==> src/common/cpr_defines.svh <==
`ifndef CPR_DEFINES_SVH
`define CPR_DEFINES_SVH
// ----------------------------------------
// register offsets
// ----------------------------------------
`define CPR_ADDR_OV_ALARM 8'h07
`define CPR_ADDR_CUR_LIMIT 8'h08
`define CPR_ADDR_CUR_ALARM 8'h09
`define CPR_ADDR_FAULT 8'h0A
`define CPR_ADDR_CHG_MAIN 8'h0B
`define CPR_ADDR_CHG_AUX 8'h0C
// ----------------------------------------
// reset values
// ----------------------------------------
`define CPR_OV_LEVEL_RST 7'h38
`define CPR_OC_PROT_RST 4'hD
`define CPR_OC_ALARM_RST 7'h50
`define CPR_FREQ_RST 2'h2
`define CPR_WD_PER_RST 2'h0
`define CPR_ROLE_SLAVE 2'h1
// ----------------------------------------
// field positions
// ----------------------------------------
`define CPR_BIT_OFF 7
`define CPR_BIT_RISE_EVT 6
`define CPR_BIT_RISE_MASK 5
`define CPR_BIT_FALL_EVT 4
`define CPR_BIT_WD_EVT 3
`define CPR_BIT_WD_OFF 2
// ----------------------------------------
// timing
// ----------------------------------------
`define CPR_CLK_HZ 40000000
`define CPR_WD_MS_0 500
`define CPR_WD_MS_1 1000
`define CPR_WD_MS_2 5000
`define CPR_WD_MS_3 30000
`define CPR_WD_CYC(ms) ((ms) * (`CPR_CLK_HZ / 1000))
`define CPR_RAMP_TIMEOUT_CYC 4000
`endif

==> src/common/cpr_pkg.sv <==
package cpr_pkg;
  typedef logic [7:0] cpr_byte_t;
  typedef enum logic [2:0] {
    CPR_TO_IDLE = 3'b001,
    CPR_TO_WAIT = 3'b010,
    CPR_TO_DONE = 3'b100
  } cpr_to_state_e;
endpackage

==> src/cpr_event_flag.sv <==
`timescale 1ns/100ps
// sticky event flag: set on rising edge of source, clear on read, set wins
module cpr_event_flag (
  input wire logic core_clk_in,
  input wire logic resetn_in,
  input wire logic cond_in,
  input wire logic clear_in,
  output logic flag_out,
  output logic rise_out
);
  logic cond_q;
  logic flag_q;
  wire rise_w = cond_in & ~cond_q;
  assign flag_out = flag_q;
  assign rise_out = rise_w;
  // edge memory and flag
  always_ff @(posedge core_clk_in) begin
    if (!resetn_in) begin
      cond_q <= 1'b0;
      flag_q <= 1'b0;
    end else begin
      cond_q <= cond_in;
      if (rise_w) begin
        flag_q <= 1'b1;
      end else if (clear_in) begin
        flag_q <= 1'b0;
      end
    end
  end
endmodule // cpr_event_flag

==> src/cpr_watchdog.sv <==
`timescale 1ns/100ps
`include "cpr_defines.svh"
// watchdog counter with selectable period, restarted on host access
module cpr_watchdog #(
  parameter int unsigned CNT_W = 32,
  parameter logic [31:0] PER0 = 32'(`CPR_WD_CYC(`CPR_WD_MS_0)),
  parameter logic [31:0] PER1 = 32'(`CPR_WD_CYC(`CPR_WD_MS_1)),
  parameter logic [31:0] PER2 = 32'(`CPR_WD_CYC(`CPR_WD_MS_2)),
  parameter logic [31:0] PER3 = 32'(`CPR_WD_CYC(`CPR_WD_MS_3))
) (
  input wire logic core_clk_in,
  input wire logic resetn_in,
  input wire logic enable_in,
  input wire logic kick_in,
  input wire logic [1:0] period_sel_in,
  output logic expire_out
);
  logic [31:0] cnt_q;
  logic [31:0] limit_w;
  assign limit_w = (period_sel_in == 2'h0) ? PER0 :
                   (period_sel_in == 2'h1) ? PER1 :
                   (period_sel_in == 2'h2) ? PER2 : PER3;
  assign expire_out = enable_in & (cnt_q >= limit_w - 32'h1);
  // count while enabled, restart on access or expiry
  always_ff @(posedge core_clk_in) begin
    if (!resetn_in) begin
      cnt_q <= 32'h0;
    end else if (!enable_in || kick_in || expire_out) begin
      cnt_q <= 32'h0;
    end else begin
      cnt_q <= cnt_q + 32'h1;
    end
  end
  initial begin
    if (CNT_W != 32 || PER0 == 0 || PER1 == 0 || PER2 == 0 || PER3 == 0) begin
      $error("watchdog periods must be nonzero and counter 32 bits");
    end
  end
endmodule // cpr_watchdog

==> src/cpr_reg_bank.sv <==
`timescale 1ns/100ps
`include "cpr_defines.svh"
// Function
// bus over-voltage alarm off bit: 0 enables; resets 1 in slave role.
// 7-bit over-voltage alarm level, 6V+n*50mV, reset 0111000.
// 4-bit over-current protect level reset 1101; bit 7 turns it off.
// current rise sets sticky event and interrupts; read clears it.
// rise mask bit 1 blocks rise interrupt; resets to 0.
// current fall sets sticky event and interrupts; read clears it.
// 7-bit over-current alarm level n*50mA, reset 1010000; bit 7 turns off.
// die over-temperature sets sticky event and interrupts; read clears it.
// live die-hot bit mirrors the present condition.
// bus-volt-low live bit, evaluated only before switching.
// bus-volt-high live bit, evaluated only before switching.
// no current rise within timeout after charge enable sets timeout event.
// switching live bit; switching start starts timer, one interrupt.
// converter over-current sets sticky event and interrupts; read clears.
// flying-capacitor short in soft-start sets sticky event; read clears.
// writing 1 to register-reset bit restores reset-affected fields.
// 2-bit frequency select, reset 10, untouched by register reset.
// watchdog expiry sets sticky event and interrupts; read clears.
// watchdog runs when off bit 0; period 0.5s,1s,5s,30s.
// charge enable clears on watchdog expiry and register reset.
// read-only role field: 00 standalone, 01 slave, 1X master.
// interrupt on any unmasked flag rising; read clears only flags then set.
// watchdog restarts on host access; ramp timeout length is a parameter.
module cpr_reg_bank
  import cpr_pkg::*;
#(
  parameter int unsigned RAMP_TIMEOUT_CYC = `CPR_RAMP_TIMEOUT_CYC,
  parameter logic [31:0] WD_PER0 = 32'(`CPR_WD_CYC(`CPR_WD_MS_0)),
  parameter logic [31:0] WD_PER1 = 32'(`CPR_WD_CYC(`CPR_WD_MS_1)),
  parameter logic [31:0] WD_PER2 = 32'(`CPR_WD_CYC(`CPR_WD_MS_2)),
  parameter logic [31:0] WD_PER3 = 32'(`CPR_WD_CYC(`CPR_WD_MS_3))
) (
  input wire logic core_clk_in,
  input wire logic resetn_in,
  input wire logic [7:0] reg_addr_in,
  input wire logic reg_wr_in,
  input wire logic reg_rd_in,
  input wire logic [7:0] reg_wdata_in,
  output logic [7:0] reg_rdata_out,
  input wire logic [1:0] role_select_in,
  input wire logic cur_rise_in,
  input wire logic cur_fall_in,
  input wire logic die_hot_in,
  input wire logic volt_low_in,
  input wire logic volt_high_in,
  input wire logic switching_in,
  input wire logic conv_oc_in,
  input wire logic cap_short_in,
  output logic irq_out,
  output logic bus_ov_alarm_off_out,
  output logic [6:0] bus_ov_alarm_level_out,
  output logic bus_oc_protect_off_out,
  output logic [3:0] bus_oc_protect_level_out,
  output logic bus_oc_alarm_off_out,
  output logic [6:0] bus_oc_alarm_level_out,
  output logic [1:0] switch_freq_select_out,
  output logic charge_enable_out
);
  // ----------------------------------------
  // configuration registers
  // ----------------------------------------
  logic bus_ov_alarm_off_q;
  logic [6:0] bus_ov_alarm_level_q;
  logic bus_oc_protect_off_q;
  logic [3:0] bus_oc_protect_level_q;
  logic undercurrent_rise_irq_mask_q;
  logic bus_oc_alarm_off_q;
  logic [6:0] bus_oc_alarm_level_q;
  logic [1:0] switch_freq_select_q;
  logic watchdog_off_q;
  logic [1:0] watchdog_period_select_q;
  logic charge_enable_q;
  logic [1:0] role_q;
  logic [7:0] rdata_q;
  logic irq_q;
  logic volt_low_q;
  logic volt_high_q;
  logic die_hot_q;
  logic switching_q;
  cpr_to_state_e to_state_q;
  cpr_to_state_e to_state_d;
  logic [31:0] to_cnt_q;

  // ----------------------------------------
  // decode
  // ----------------------------------------
  wire sel_07 = (reg_addr_in == `CPR_ADDR_OV_ALARM);
  wire sel_08 = (reg_addr_in == `CPR_ADDR_CUR_LIMIT);
  wire sel_09 = (reg_addr_in == `CPR_ADDR_CUR_ALARM);
  wire sel_0a = (reg_addr_in == `CPR_ADDR_FAULT);
  wire sel_0b = (reg_addr_in == `CPR_ADDR_CHG_MAIN);
  wire sel_0c = (reg_addr_in == `CPR_ADDR_CHG_AUX);
  wire wr_07 = reg_wr_in & sel_07;
  wire wr_08 = reg_wr_in & sel_08;
  wire wr_09 = reg_wr_in & sel_09;
  wire wr_0b = reg_wr_in & sel_0b;
  wire wr_0c = reg_wr_in & sel_0c;
  wire rd_08 = reg_rd_in & sel_08;
  wire rd_0a = reg_rd_in & sel_0a;
  wire rd_0b = reg_rd_in & sel_0b;
  wire reg_rst = wr_0b & reg_wdata_in[`CPR_BIT_OFF];
  wire access = reg_wr_in | reg_rd_in;
  wire is_slave = (role_q == `CPR_ROLE_SLAVE);

  // ----------------------------------------
  // event flags
  // ----------------------------------------
  // order: 0 rise, 1 fall, 2 die hot, 3 timeout, 4 conv oc, 5 cap short, 6 watchdog, 7 switching
  logic [7:0] ev_cond;
  logic [7:0] ev_clr;
  logic [7:0] ev_flag;
  logic [7:0] ev_rise;
  logic timeout_hit;
  logic wd_expire;
  assign ev_cond = {switching_in, wd_expire, cap_short_in, conv_oc_in, timeout_hit, die_hot_in,
                    cur_fall_in, cur_rise_in};
  assign ev_clr = {1'b0, rd_0b, rd_0a, rd_0a, rd_0a, rd_0a, rd_08, rd_08};
  genvar gi;
  generate
    for (gi = 0; gi < 8; gi++) begin : g_ev
      cpr_event_flag u_flag (
        .core_clk_in(core_clk_in),
        .resetn_in(resetn_in),
        .cond_in(ev_cond[gi]),
        .clear_in(ev_clr[gi] & ev_flag[gi]),
        .flag_out(ev_flag[gi]),
        .rise_out(ev_rise[gi])
      );
    end
  endgenerate
  // unmasked rising events feed the interrupt pulse
  wire [7:0] ev_irq = ev_rise & {7'h7F, ~undercurrent_rise_irq_mask_q};

  // ----------------------------------------
  // watchdog
  // ----------------------------------------
  cpr_watchdog #(
    .CNT_W(32),
    .PER0(WD_PER0),
    .PER1(WD_PER1),
    .PER2(WD_PER2),
    .PER3(WD_PER3)
  ) u_wd (
    .core_clk_in(core_clk_in),
    .resetn_in(resetn_in),
    .enable_in(~watchdog_off_q),
    .kick_in(access),
    .period_sel_in(watchdog_period_select_q),
    .expire_out(wd_expire)
  );

  // ----------------------------------------
  // ramp timeout state machine
  // ----------------------------------------
  wire sw_start = switching_in & ~switching_q;
  always_comb begin
    to_state_d = to_state_q;
    case (to_state_q)
      CPR_TO_IDLE: if (sw_start && charge_enable_q) to_state_d = CPR_TO_WAIT;
      CPR_TO_WAIT: begin
        if (!charge_enable_q || cur_rise_in) to_state_d = CPR_TO_IDLE;
        else if (to_cnt_q >= RAMP_TIMEOUT_CYC - 1) to_state_d = CPR_TO_DONE;
      end
      CPR_TO_DONE: if (!charge_enable_q) to_state_d = CPR_TO_IDLE;
      default: to_state_d = CPR_TO_IDLE;
    endcase
  end
  assign timeout_hit = (to_state_q == CPR_TO_DONE);

  // timer and state
  always_ff @(posedge core_clk_in) begin
    if (!resetn_in) begin
      to_state_q <= CPR_TO_IDLE;
      to_cnt_q <= 32'h0;
      switching_q <= 1'b0;
    end else begin
      to_state_q <= to_state_d;
      to_cnt_q <= (to_state_q == CPR_TO_WAIT) ? to_cnt_q + 32'h1 : 32'h0;
      switching_q <= switching_in;
    end
  end

  // ----------------------------------------
  // live status
  // ----------------------------------------
  always_ff @(posedge core_clk_in) begin
    if (!resetn_in) begin
      die_hot_q <= 1'b0;
      volt_low_q <= 1'b0;
      volt_high_q <= 1'b0;
    end else begin
      die_hot_q <= die_hot_in;
      volt_low_q <= switching_in ? 1'b0 : volt_low_in;
      volt_high_q <= switching_in ? 1'b0 : volt_high_in;
    end
  end

  // ----------------------------------------
  // role capture after reset release
  // ----------------------------------------
  logic role_valid_q;
  always_ff @(posedge core_clk_in) begin
    if (!resetn_in) begin
      role_q <= 2'h0;
      role_valid_q <= 1'b0;
    end else if (!role_valid_q) begin
      role_q <= role_select_in;
      role_valid_q <= 1'b1;
    end
  end

  // ----------------------------------------
  // writable registers
  // ----------------------------------------
  wire cfg_rst = !role_valid_q || reg_rst;
  always_ff @(posedge core_clk_in) begin
    if (!resetn_in) begin
      bus_ov_alarm_off_q <= 1'b0;
      bus_ov_alarm_level_q <= `CPR_OV_LEVEL_RST;
      bus_oc_protect_off_q <= 1'b0;
      bus_oc_protect_level_q <= `CPR_OC_PROT_RST;
      undercurrent_rise_irq_mask_q <= 1'b0;
      bus_oc_alarm_off_q <= 1'b0;
      bus_oc_alarm_level_q <= `CPR_OC_ALARM_RST;
      watchdog_off_q <= 1'b0;
      watchdog_period_select_q <= `CPR_WD_PER_RST;
    end else if (cfg_rst) begin
      bus_ov_alarm_off_q <= role_valid_q ? is_slave : (role_select_in == `CPR_ROLE_SLAVE);
      bus_ov_alarm_level_q <= `CPR_OV_LEVEL_RST;
      bus_oc_protect_off_q <= 1'b0;
      bus_oc_protect_level_q <= `CPR_OC_PROT_RST;
      undercurrent_rise_irq_mask_q <= 1'b0;
      bus_oc_alarm_off_q <= 1'b0;
      bus_oc_alarm_level_q <= `CPR_OC_ALARM_RST;
      watchdog_off_q <= 1'b0;
      watchdog_period_select_q <= `CPR_WD_PER_RST;
    end else begin
      if (wr_07) begin
        bus_ov_alarm_off_q <= reg_wdata_in[`CPR_BIT_OFF];
        bus_ov_alarm_level_q <= reg_wdata_in[6:0];
      end
      if (wr_08) begin
        bus_oc_protect_off_q <= reg_wdata_in[`CPR_BIT_OFF];
        undercurrent_rise_irq_mask_q <= reg_wdata_in[`CPR_BIT_RISE_MASK];
        bus_oc_protect_level_q <= reg_wdata_in[3:0];
      end
      if (wr_09) begin
        bus_oc_alarm_off_q <= reg_wdata_in[`CPR_BIT_OFF];
        bus_oc_alarm_level_q <= reg_wdata_in[6:0];
      end
      if (wr_0b) begin
        watchdog_off_q <= reg_wdata_in[`CPR_BIT_WD_OFF];
        watchdog_period_select_q <= reg_wdata_in[1:0];
      end
    end
  end

  // frequency select survives register reset; charge enable does not
  always_ff @(posedge core_clk_in) begin
    if (!resetn_in) begin
      switch_freq_select_q <= `CPR_FREQ_RST;
      charge_enable_q <= 1'b0;
    end else begin
      if (wr_0b) switch_freq_select_q <= reg_wdata_in[6:5];
      if (reg_rst || wd_expire) charge_enable_q <= 1'b0;
      else if (wr_0c) charge_enable_q <= reg_wdata_in[`CPR_BIT_OFF];
    end
  end

  // ----------------------------------------
  // read mux and interrupt
  // ----------------------------------------
  wire [7:0] rd_mux =
    sel_07 ? {bus_ov_alarm_off_q, bus_ov_alarm_level_q} :
    sel_08 ? {bus_oc_protect_off_q, ev_flag[0], undercurrent_rise_irq_mask_q, ev_flag[1],
              bus_oc_protect_level_q} :
    sel_09 ? {bus_oc_alarm_off_q, bus_oc_alarm_level_q} :
    sel_0a ? {ev_flag[2], die_hot_q, volt_low_q, volt_high_q, ev_flag[3], switching_q,
              ev_flag[4], ev_flag[5]} :
    sel_0b ? {1'b0, switch_freq_select_q, 1'b0, ev_flag[6], watchdog_off_q, watchdog_period_select_q} :
    sel_0c ? {charge_enable_q, role_q, 5'h00} : 8'h00;
  always_ff @(posedge core_clk_in) begin
    if (!resetn_in) begin
      rdata_q <= 8'h00;
      irq_q <= 1'b0;
    end else begin
      if (reg_rd_in) rdata_q <= rd_mux;
      irq_q <= |ev_irq;
    end
  end

  assign reg_rdata_out = rdata_q;
  assign irq_out = irq_q;
  assign bus_ov_alarm_off_out = bus_ov_alarm_off_q;
  assign bus_ov_alarm_level_out = bus_ov_alarm_level_q;
  assign bus_oc_protect_off_out = bus_oc_protect_off_q;
  assign bus_oc_protect_level_out = bus_oc_protect_level_q;
  assign bus_oc_alarm_off_out = bus_oc_alarm_off_q;
  assign bus_oc_alarm_level_out = bus_oc_alarm_level_q;
  assign switch_freq_select_out = switch_freq_select_q;
  assign charge_enable_out = charge_enable_q;

  // ----------------------------------------
  // checks
  // ----------------------------------------
  initial begin
    if (RAMP_TIMEOUT_CYC < 2) $error("ramp timeout too short");
  end

  rise_flag_set_a: assert property (@(posedge core_clk_in) disable iff (!resetn_in)
    $rose(cur_rise_in) |=> ev_flag[0]) else $error("rise event not captured");
  rise_mask_a: assert property (@(posedge core_clk_in) disable iff (!resetn_in)
    ($rose(cur_rise_in) && undercurrent_rise_irq_mask_q && !(|ev_irq[7:1])) |=> !irq_q)
    else $error("masked rise raised interrupt");
  fall_flag_set_a: assert property (@(posedge core_clk_in) disable iff (!resetn_in)
    $rose(cur_fall_in) |=> ev_flag[1]) else $error("fall event not captured");
  die_flag_set_a: assert property (@(posedge core_clk_in) disable iff (!resetn_in)
    $rose(die_hot_in) |=> ev_flag[2] && irq_q) else $error("die hot not flagged");
  die_live_a: assert property (@(posedge core_clk_in) disable iff (!resetn_in)
    1'b1 |=> die_hot_q == $past(die_hot_in)) else $error("die live bit wrong");
  volt_gate_a: assert property (@(posedge core_clk_in) disable iff (!resetn_in)
    switching_in |=> !volt_low_q && !volt_high_q) else $error("volt status while switching");
  sw_irq_once_a: assert property (@(posedge core_clk_in) disable iff (!resetn_in)
    $rose(switching_in) ##1 switching_in [*2] |-> !ev_rise[7]) else $error("switching irq repeated");
  conv_oc_set_a: assert property (@(posedge core_clk_in) disable iff (!resetn_in)
    $rose(conv_oc_in) |=> ev_flag[4]) else $error("converter oc not flagged");
  cap_short_set_a: assert property (@(posedge core_clk_in) disable iff (!resetn_in)
    $rose(cap_short_in) |=> ev_flag[5]) else $error("cap short not flagged");
  reg_rst_a: assert property (@(posedge core_clk_in) disable iff (!resetn_in)
    reg_rst |=> bus_ov_alarm_level_q == `CPR_OV_LEVEL_RST && !charge_enable_q)
    else $error("register reset incomplete");
  freq_keep_a: assert property (@(posedge core_clk_in) disable iff (!resetn_in)
    !wr_0b |=> $stable(switch_freq_select_q)) else $error("frequency changed");
  wd_charge_a: assert property (@(posedge core_clk_in) disable iff (!resetn_in)
    wd_expire |=> !charge_enable_q && ev_flag[6]) else $error("watchdog expiry ignored");
  read_clear_a: assert property (@(posedge core_clk_in) disable iff (!resetn_in)
    (rd_0a && ev_flag[4] && !ev_rise[4]) |=> !ev_flag[4]) else $error("read did not clear");
endmodule // cpr_reg_bank

==> config.mk <==
export PLATFORM = sky130hd
export DESIGN_NAME = cpr_reg_bank
export DESIGN_NICKNAME = d
export VERILOG_FILES = /design/src/common/cpr_pkg.sv /design/src/cpr_event_flag.sv /design/src/cpr_watchdog.sv /design/src/cpr_reg_bank.sv
export VERILOG_INCLUDE_DIRS = /design/src /design/src/common
export SDC_FILE = /design/constraint.sdc
export NUM_CORES = 1
export LEC_CHECK = 0
export BUFFER_PORTS_ARGS = -buffer_cell sky130_fd_sc_hd__buf_2
export CORE_UTILIZATION = 53
export CTS_CLUSTER_SIZE = 24
export DETAILED_ROUTE_END_ITERATION = 7
export MAX_ROUTING_LAYER = met4
export PLACE_DENSITY_LB_ADDON = 0.3
export REMOVE_ABC_BUFFERS = 1
export SETUP_SLACK_MARGIN = 0.05
export SLEW_MARGIN = 20
export SYNTH_ARGS = -nofsm -noshare
export SYNTH_HDL_FRONTEND = slang
export SYNTH_SLANG_ARGS = --single-unit
==> constraint.sdc <==
create_clock -name core_clk_in -period 2.5 [get_ports core_clk_in]
set_input_delay 0.5 -clock core_clk_in [delete_from_list [all_inputs] [get_ports core_clk_in]]
set_output_delay 0.5 -clock core_clk_in [all_outputs]
set_load 0.02 [all_outputs]
; ---- After elaboration in Yosys (flattened, before gate mapping)
; Index checks and enable logic that the tools add are counted.
[classes]
addsub = 3
n_lt_le_gt_ge = 2
eq_ne = 16
mux = 32
bitwise_logic = 38
n_reduce_logical = 24
[op_table]
columns = operator, n
row1 = $add 32x1->32 const B, 2
row2 = $mux 32, 2
row3 = $mux 8, 6
row4 = $eq 8x4->1 const B, 5
row5 = $ge 32x12->1 const B, 1
row6 = $ge 32x32->1, 1
row7 = $sub 32x1->32 const B, 1
row8 = $mux 31, 1
row9 = $and 1x1->1, 25
row10 = $mux 1, 18
row11 = $reduce_bool 2->1, 8
row12 = $mux 3, 4
row13 = $not 1->1, 11
row14 = $pmux 3 s3, 1
row15 = $and 8x8->8, 1
row16 = $eq 8x3->1 const B, 1
row17 = $reduce_or 2->1, 4
row18 = $reduce_or 8->1, 1
row19 = $eq 2x1->1 const B, 3
row20 = $logic_or 1x1->1, 5
row21 = $ne 2x2->1 const B, 2
row22 = $eq 3x1->1 const B, 1
row23 = $eq 3x2->1 const B, 1
row24 = $eq 3x3->1 const B, 1
row25 = other kinds (8), 9
[word_totals]
regBits = 124
in_bits = 30
out_inout_bits = 33
wordCells = 150

; ---- Longest topological paths before layout
[logic_depth]
depth_word = 10
depth_mapped = 11
mapped_depth_nobuf = 10

; ---- Modules after synthesis
; From an unflattened synthesis, not the netlist that was laid out.
[unflattened]
hier_cells = 734
hier_area_um2 = 6621.4
[modules_own_cells]
columns = module, instances, cells_each, area_each_um2, seq_area_each_um2
row1 = cpr_reg_bank, 1, 441, 3831.2, 1581.5
row2 = cpr_watchdog, 1, 245, 2189.6, 640.6
row3 = cpr_event_flag, 8, 6, 75.1, 40.0

; ---- Least setup slack after synthesis
; OpenSTA, ideal clock, no wires.
[synth_timing]
path_kind = register to register
from = reg watchdog_period_select_q[0]
to = reg u_wd.cnt_q[10]
setup_ns = 0.065
t_arrival_ns = 2.663
required_time_ns = 2.435
setup_slack_ns = -0.229
path_stages_with_launch = 12
path_buffers = 1
synth_period_minus_slack_ns = 2.729
cell_sequence = dfxtp_1 > inv_1 > ha_1 > inv_1 > nand2_1 > ha_1 > a21oi_1 > o21ai_0 > a2111oi_0 > nand4_1 > clkbuf_1 > nor2_1
[synth_between]
elab_chain_len = 9
word_cells_on_any_way = 11
cone_classes = add/sub (1) / order compare (1) / eq/ne (2) / mux (3) / bitwise (1) / reduce/logical (3)
[synth_lines]
columns = element, line_no
row1 = "start, declared", cpr_reg_bank.sv:74  ; logic [1:0] watchdog_period_select_q;
row2 = "start signal, assigned", cpr_reg_bank.sv:229  ; watchdog_period_select_q <= `CPR_WD_PER_RST;
row3 = "start signal, assigned", cpr_reg_bank.sv:239  ; watchdog_period_select_q <= `CPR_WD_PER_RST;
row4 = "start signal, assigned", cpr_reg_bank.sv:256  ; watchdog_period_select_q <= reg_wdata_in[1:0];
row5 = $eq 2x2->1, cpr_watchdog.sv:22  ; (period_sel_in == 2'h2) ? PER2 : PER3;
row6 = $mux 31, cpr_watchdog.sv:22
row7 = $mux 32, cpr_watchdog.sv:21  ; (period_sel_in == 2'h1) ? PER1 :
row8 = $mux 32 *, cpr_watchdog.sv:20  ; assign limit_w = (period_sel_in == 2'h0) ? PER0 :
row9 = $sub 32x1->32 *, cpr_watchdog.sv:23  ; assign expire_out = enable_in & (cnt_q >= limit_w - 32'h1);
row10 = $ge 32x32->1 *, cpr_watchdog.sv:23
row11 = $and 1x1->1 *, cpr_watchdog.sv:23
row12 = $logic_or 1x1->1 *, cpr_watchdog.sv:28  ; end else if (!enable_in || kick_in || expire_out) begin
row13 = $reduce_or 2->1 (no source line) *, n/a
row14 = "end signal, assigned", cpr_watchdog.sv:31  ; cnt_q <= cnt_q + 32'h1;
row15 = "end, declared", cpr_watchdog.sv:18  ; logic [31:0] cnt_q;
; Mark *: on every way between the ends. The rest lies on a longest branch, timed or not.
; A chain may end at the register's enable or synchronous reset.

; ---- Worst setup path after layout
[layout_timing]
from = reg watchdog_period_select_q[0]
to = reg u_wd.cnt_q[24]
; Same word-level chain as after synthesis.

==> metrics.md <==
| Metric | Value |
|---|---|
| Final Max Tran Viols | 0 |
| Antenna-violating nets left | 0 |
| Count leader, synth | dfxtp_1 |
| Clock Path Buffers | 2 |
| Post-synth top cells | 124 x dfxtp_1, 97 x nor2_1, 59 x nand2_1, 41 x xor2_1, 39 x nand3_1 |
| Final core utilization | 69.9% |
| Die area | 0.0120 mm^2 |
| TritonCTS clock tree | yes |
| Reg2Reg Depth | 12 |
| Clock transition at path regs | 0.05 ns |
| Async S/R FF share, synth | 0% |
| Leak | 0.00296 uW |
| Crit-path cells | inv_6 -> ha_4 -> buf_4 -> ha_4 -> a21oi_2 -> nor2_2 -> a2111oi_4 -> buf_4 -> nand4_1 -> buf_4 -> clkbuf_16 -> a21oi_2 |
| Simple-gate share of the synthesized area | 27.2% |
| Fin crit period | 2.43 ns |
| Largest net degree at the start of global routing | 32 |
| Layout cell share with drive strength beyond 1 | 22.7% |
| WP data required | 2.84 ns |
| Pwr/cell area | 609 mW/mm^2 |
| DR vias | 5647 |
| Hold Path Origin | cur_fall_in |
| Max-Cap Viols | 0 |
| Relative slew margins | 49.1% |
| Ys Warns | 0 |
| Clk sinks | 124 |
| Fillers | 838 |
| Critical path buffers and inverters | 5 |
| Synthesized instance count | 710 |
| Slowest CP cell | dfxtp_4 |
| First-pass GRT wire length | 24600 um |
| Total global routing overflow | 0 |
| N_diodes | 0 |
| CP Launch Point | watchdog_period_select_q[0] |
| Antenna violations before repair | 0 |
| Top Family by Delay on Critical Path | buffers and inverters |
| Mux contribution to synthesized area | 3.14% |
| Net Switching | 982 uW |
| HPWL after DPL | 10600 um |
| Sequential area share after synthesis | 40.7% |
| Yosys top cell area share | 40.7% |
| FF+latch count, synth | 124 |
| Unique masters post-synth | 57 |
| Die Y | 109 um |
| Crit. path cell count | 12 |
| Vias in the first global route | 5262 |
| Post-synth EDFFs | 0 |
| Sequential Power Share | 42.9% |
| TritonCTS Buffers | 17 |
| Sum Neg Setup Slack | 0 ns |
| Part of the power in combinational logic | 4.3% |
| Initial DRC count | 412 |
| H-Tree Depth | 4 |
| Via density | 5.94 |
| Total GRT Usage | 27.3% |
| Synth Flop Type | dfxtp_1 |
| Post-Synth XOR/XNOR Area | 8.18% |
| Rows | 38 |
| Crit start category | flop |
| Nature of the critical path endpoint | flop |
| Final hold violation count | 0 |
| Yosys top cell by area | dfxtp_1 |
| Area growth from synthesis to layout | 26.2% |
| Fin crit share | 97.2% |
| Initial Util | 55.4% |
| Fmax | 412 MHz |
| RSZ-0062 raised after global routing | yes |
| Most used cell, CP | buf_4 |
| Pint | 3720 uW |
| Mean Syn Cell Area | 8.60 um^2 |
| Root Buffer | clkbuf_16 |
| Worst Skew | 0.00779 ns |
| Adder-Cell Fraction of Synth Area | 6.56% |
| Slowest Stage Delay on Critical Path | 0.40 ns |
| Drt first pass iters | 5 |
| I/O pins | 63 |
| Final net count | 861 |
| CP Class | flop to flop |
| GP Congestion | 0.897 |
| Residual DRC | 0 |
| Mapped cell area | 0.00611 mm^2 |
| Final Setup Violations | 0 |
| Worst hold path depth | 2 |
| Status | finished clean |
| Synth top area cells | dfxtp_1 41%, ha_1 6.6%, nor2_1 6.0%, xor2_1 5.9%, nand2_1 3.6% |
| Hold crit path type | input port to flop |
| Reg-to-Reg Start | watchdog_period_select_q[0] |
| Total routed wirelength | 15900 um |
| Worst-Margin Slew | 0.764 ns |
| Critical Path Fanout Max | 8 |
| Die W | 109 um |
| Post-CTS Hold Buffers | 0 |
| Compound-cell area share of the yosys netlist | 10.1% |
| Core Region | 0.0110 mm^2 |
| Largest family of logic cells by synthesized area | simple AND/OR/NAND/NOR gates |
| Clk pwr share | 52.8% |
| VDD IR max | 0.572 mV |
| Sw frac | 20.9% |
| WP data arrival | 2.77 ns |
| Wire per inst | 16.8 um |
| Port Buf Inserts | 62 |
| Skew-Pair Late Insertion Delay | 0.41 ns |
-- repair_timing --
| action | 4_1_cts | 5_1_grt |
|---|---|---|
| pin swaps | 2 | 21 |
| endpoints found under the setup margin | 36 | 36 |
| cloned | 1 | 2 |
| setup buffers | 2 | 4 |
| resized for setup | 8 | 69 |
-- flip-flops by register name (all words and copies together) (netlist names), 4 cells and up --
name / cells
u_wd.cnt_q: 32
g_ev.u_flag.cond_q: 8
bus_oc_alarm_level_out: 7
bus_ov_alarm_level_out: 7
g_ev.u_flag.flag_out: 7
to_cnt_q: 32
bus_oc_protect_level_out: 4
reg_rdata_out: 8
-- cell usage in the layout, fill, tap and decap left out, types with 6 or more instances in the layout --
master / netlist / routed
a221oi_1: 7 / 7
ha_4: 0 / 10
clkbuf_16: 0 / 19
inv_1: 27 / 20
nor2_1: 97 / 78
nand4_1: 34 / 34
nor2_2: 0 / 9
buf_4: 0 / 29
and3_1: 21 / 21
nand3_1: 39 / 39
mux2i_1: 18 / 18
nor3b_1: 6 / 6
xor2_1: 41 / 41
o21ai_0: 20 / 18
buf_2: 1 / 62
a21oi_1: 29 / 25
nor4_1: 16 / 15
nand2_1: 59 / 58
and2_1: 12 / 12
xnor2_1: 16 / 16
dfxtp_1: 124 / 122
nor2_4: 0 / 10
nor3_1: 9 / 9
nor2b_1: 11 / 11
ha_1: 32 / 20
-- routing by layer --
layer | global-route usage (%) | vias to the layer above | share of wire (%)
met5 | - | - | 0
met2 | 43.4 | 225 | 48
li1 | - | 2685 | -
met3 | 6.88 | 24 | 6.4
met1 | 33.3 | 2713 | 44
met4 | 10.5 | 0 | 1.6
-- worst register-to-register path, stage by stage (launching register included) --
cell,delay [ns]
dfxtp_4,0.40
inv_6,0.06
ha_4,0.17
buf_4,0.15
ha_4,0.23
a21oi_2,0.16
nor2_2,0.08
a2111oi_4,0.34
buf_4,0.18
nand4_1,0.11
buf_4,0.19
clkbuf_16,0.17
a21oi_2,0.12
-- per-stage QoR --
stage	power [uW]	hold slack [ns]	cells	setup WS, ns	area (um^2)
after global placement	2230	0.433	911	0.00380	6660
after detailed placement	2240	0.457	911	-0.109	6660
after CTS	4700	0.294	945	0.0707	7320
final	4700	0.301	951	0.0704	7710
after floorplan	2140	0.426	681	-0.787	5950
after global routing	4830	0.292	951	-0.0691	7710
-- logic make-up after synthesis --
logic type	Yosys count
other	1
AOI/OAI and AO/OA	93
and+or+nand+nor	328
buffers and inverters	56
adders and majority gates	32
DFF	124
xor gates and xnor gates	57
muxes	19
-- power by group through the flow --
stage	Clock (uW)	Sequential, uW	Combinational [uW]
2_1_floorplan	0	2060	74.8
3_3_place_gp	0	2060	174
3_5_place_dp	0	2060	178
4_1_cts	2500	2020	187
5_1_grt	2590	2020	221
6_report	2480	2020	203
-- layout make-up --
cell class	count	area (um^2)	area share, %
Multi-Input combinational cell	530	3670	47.6
Sequential cell	124	2490	32.3
Timing Repair Buffer	99	671	8.70
Clock buffer	24	482	6.25
Tap cell	140	175	2.27
Clock inverter	7	113	1.46
Inverter	27	109	1.41
-- path summary, 6_finish.rpt --
check                                 to  slack [ns]
max                       u_wd.cnt_q[24]        0.07
min                g_ev[1].u_flag.cond_q        0.30
max reg2reg               u_wd.cnt_q[24]        0.07
min reg2reg  bus_oc_protect_level_out[1]        0.47
Power figures use the tool's default switching activity.
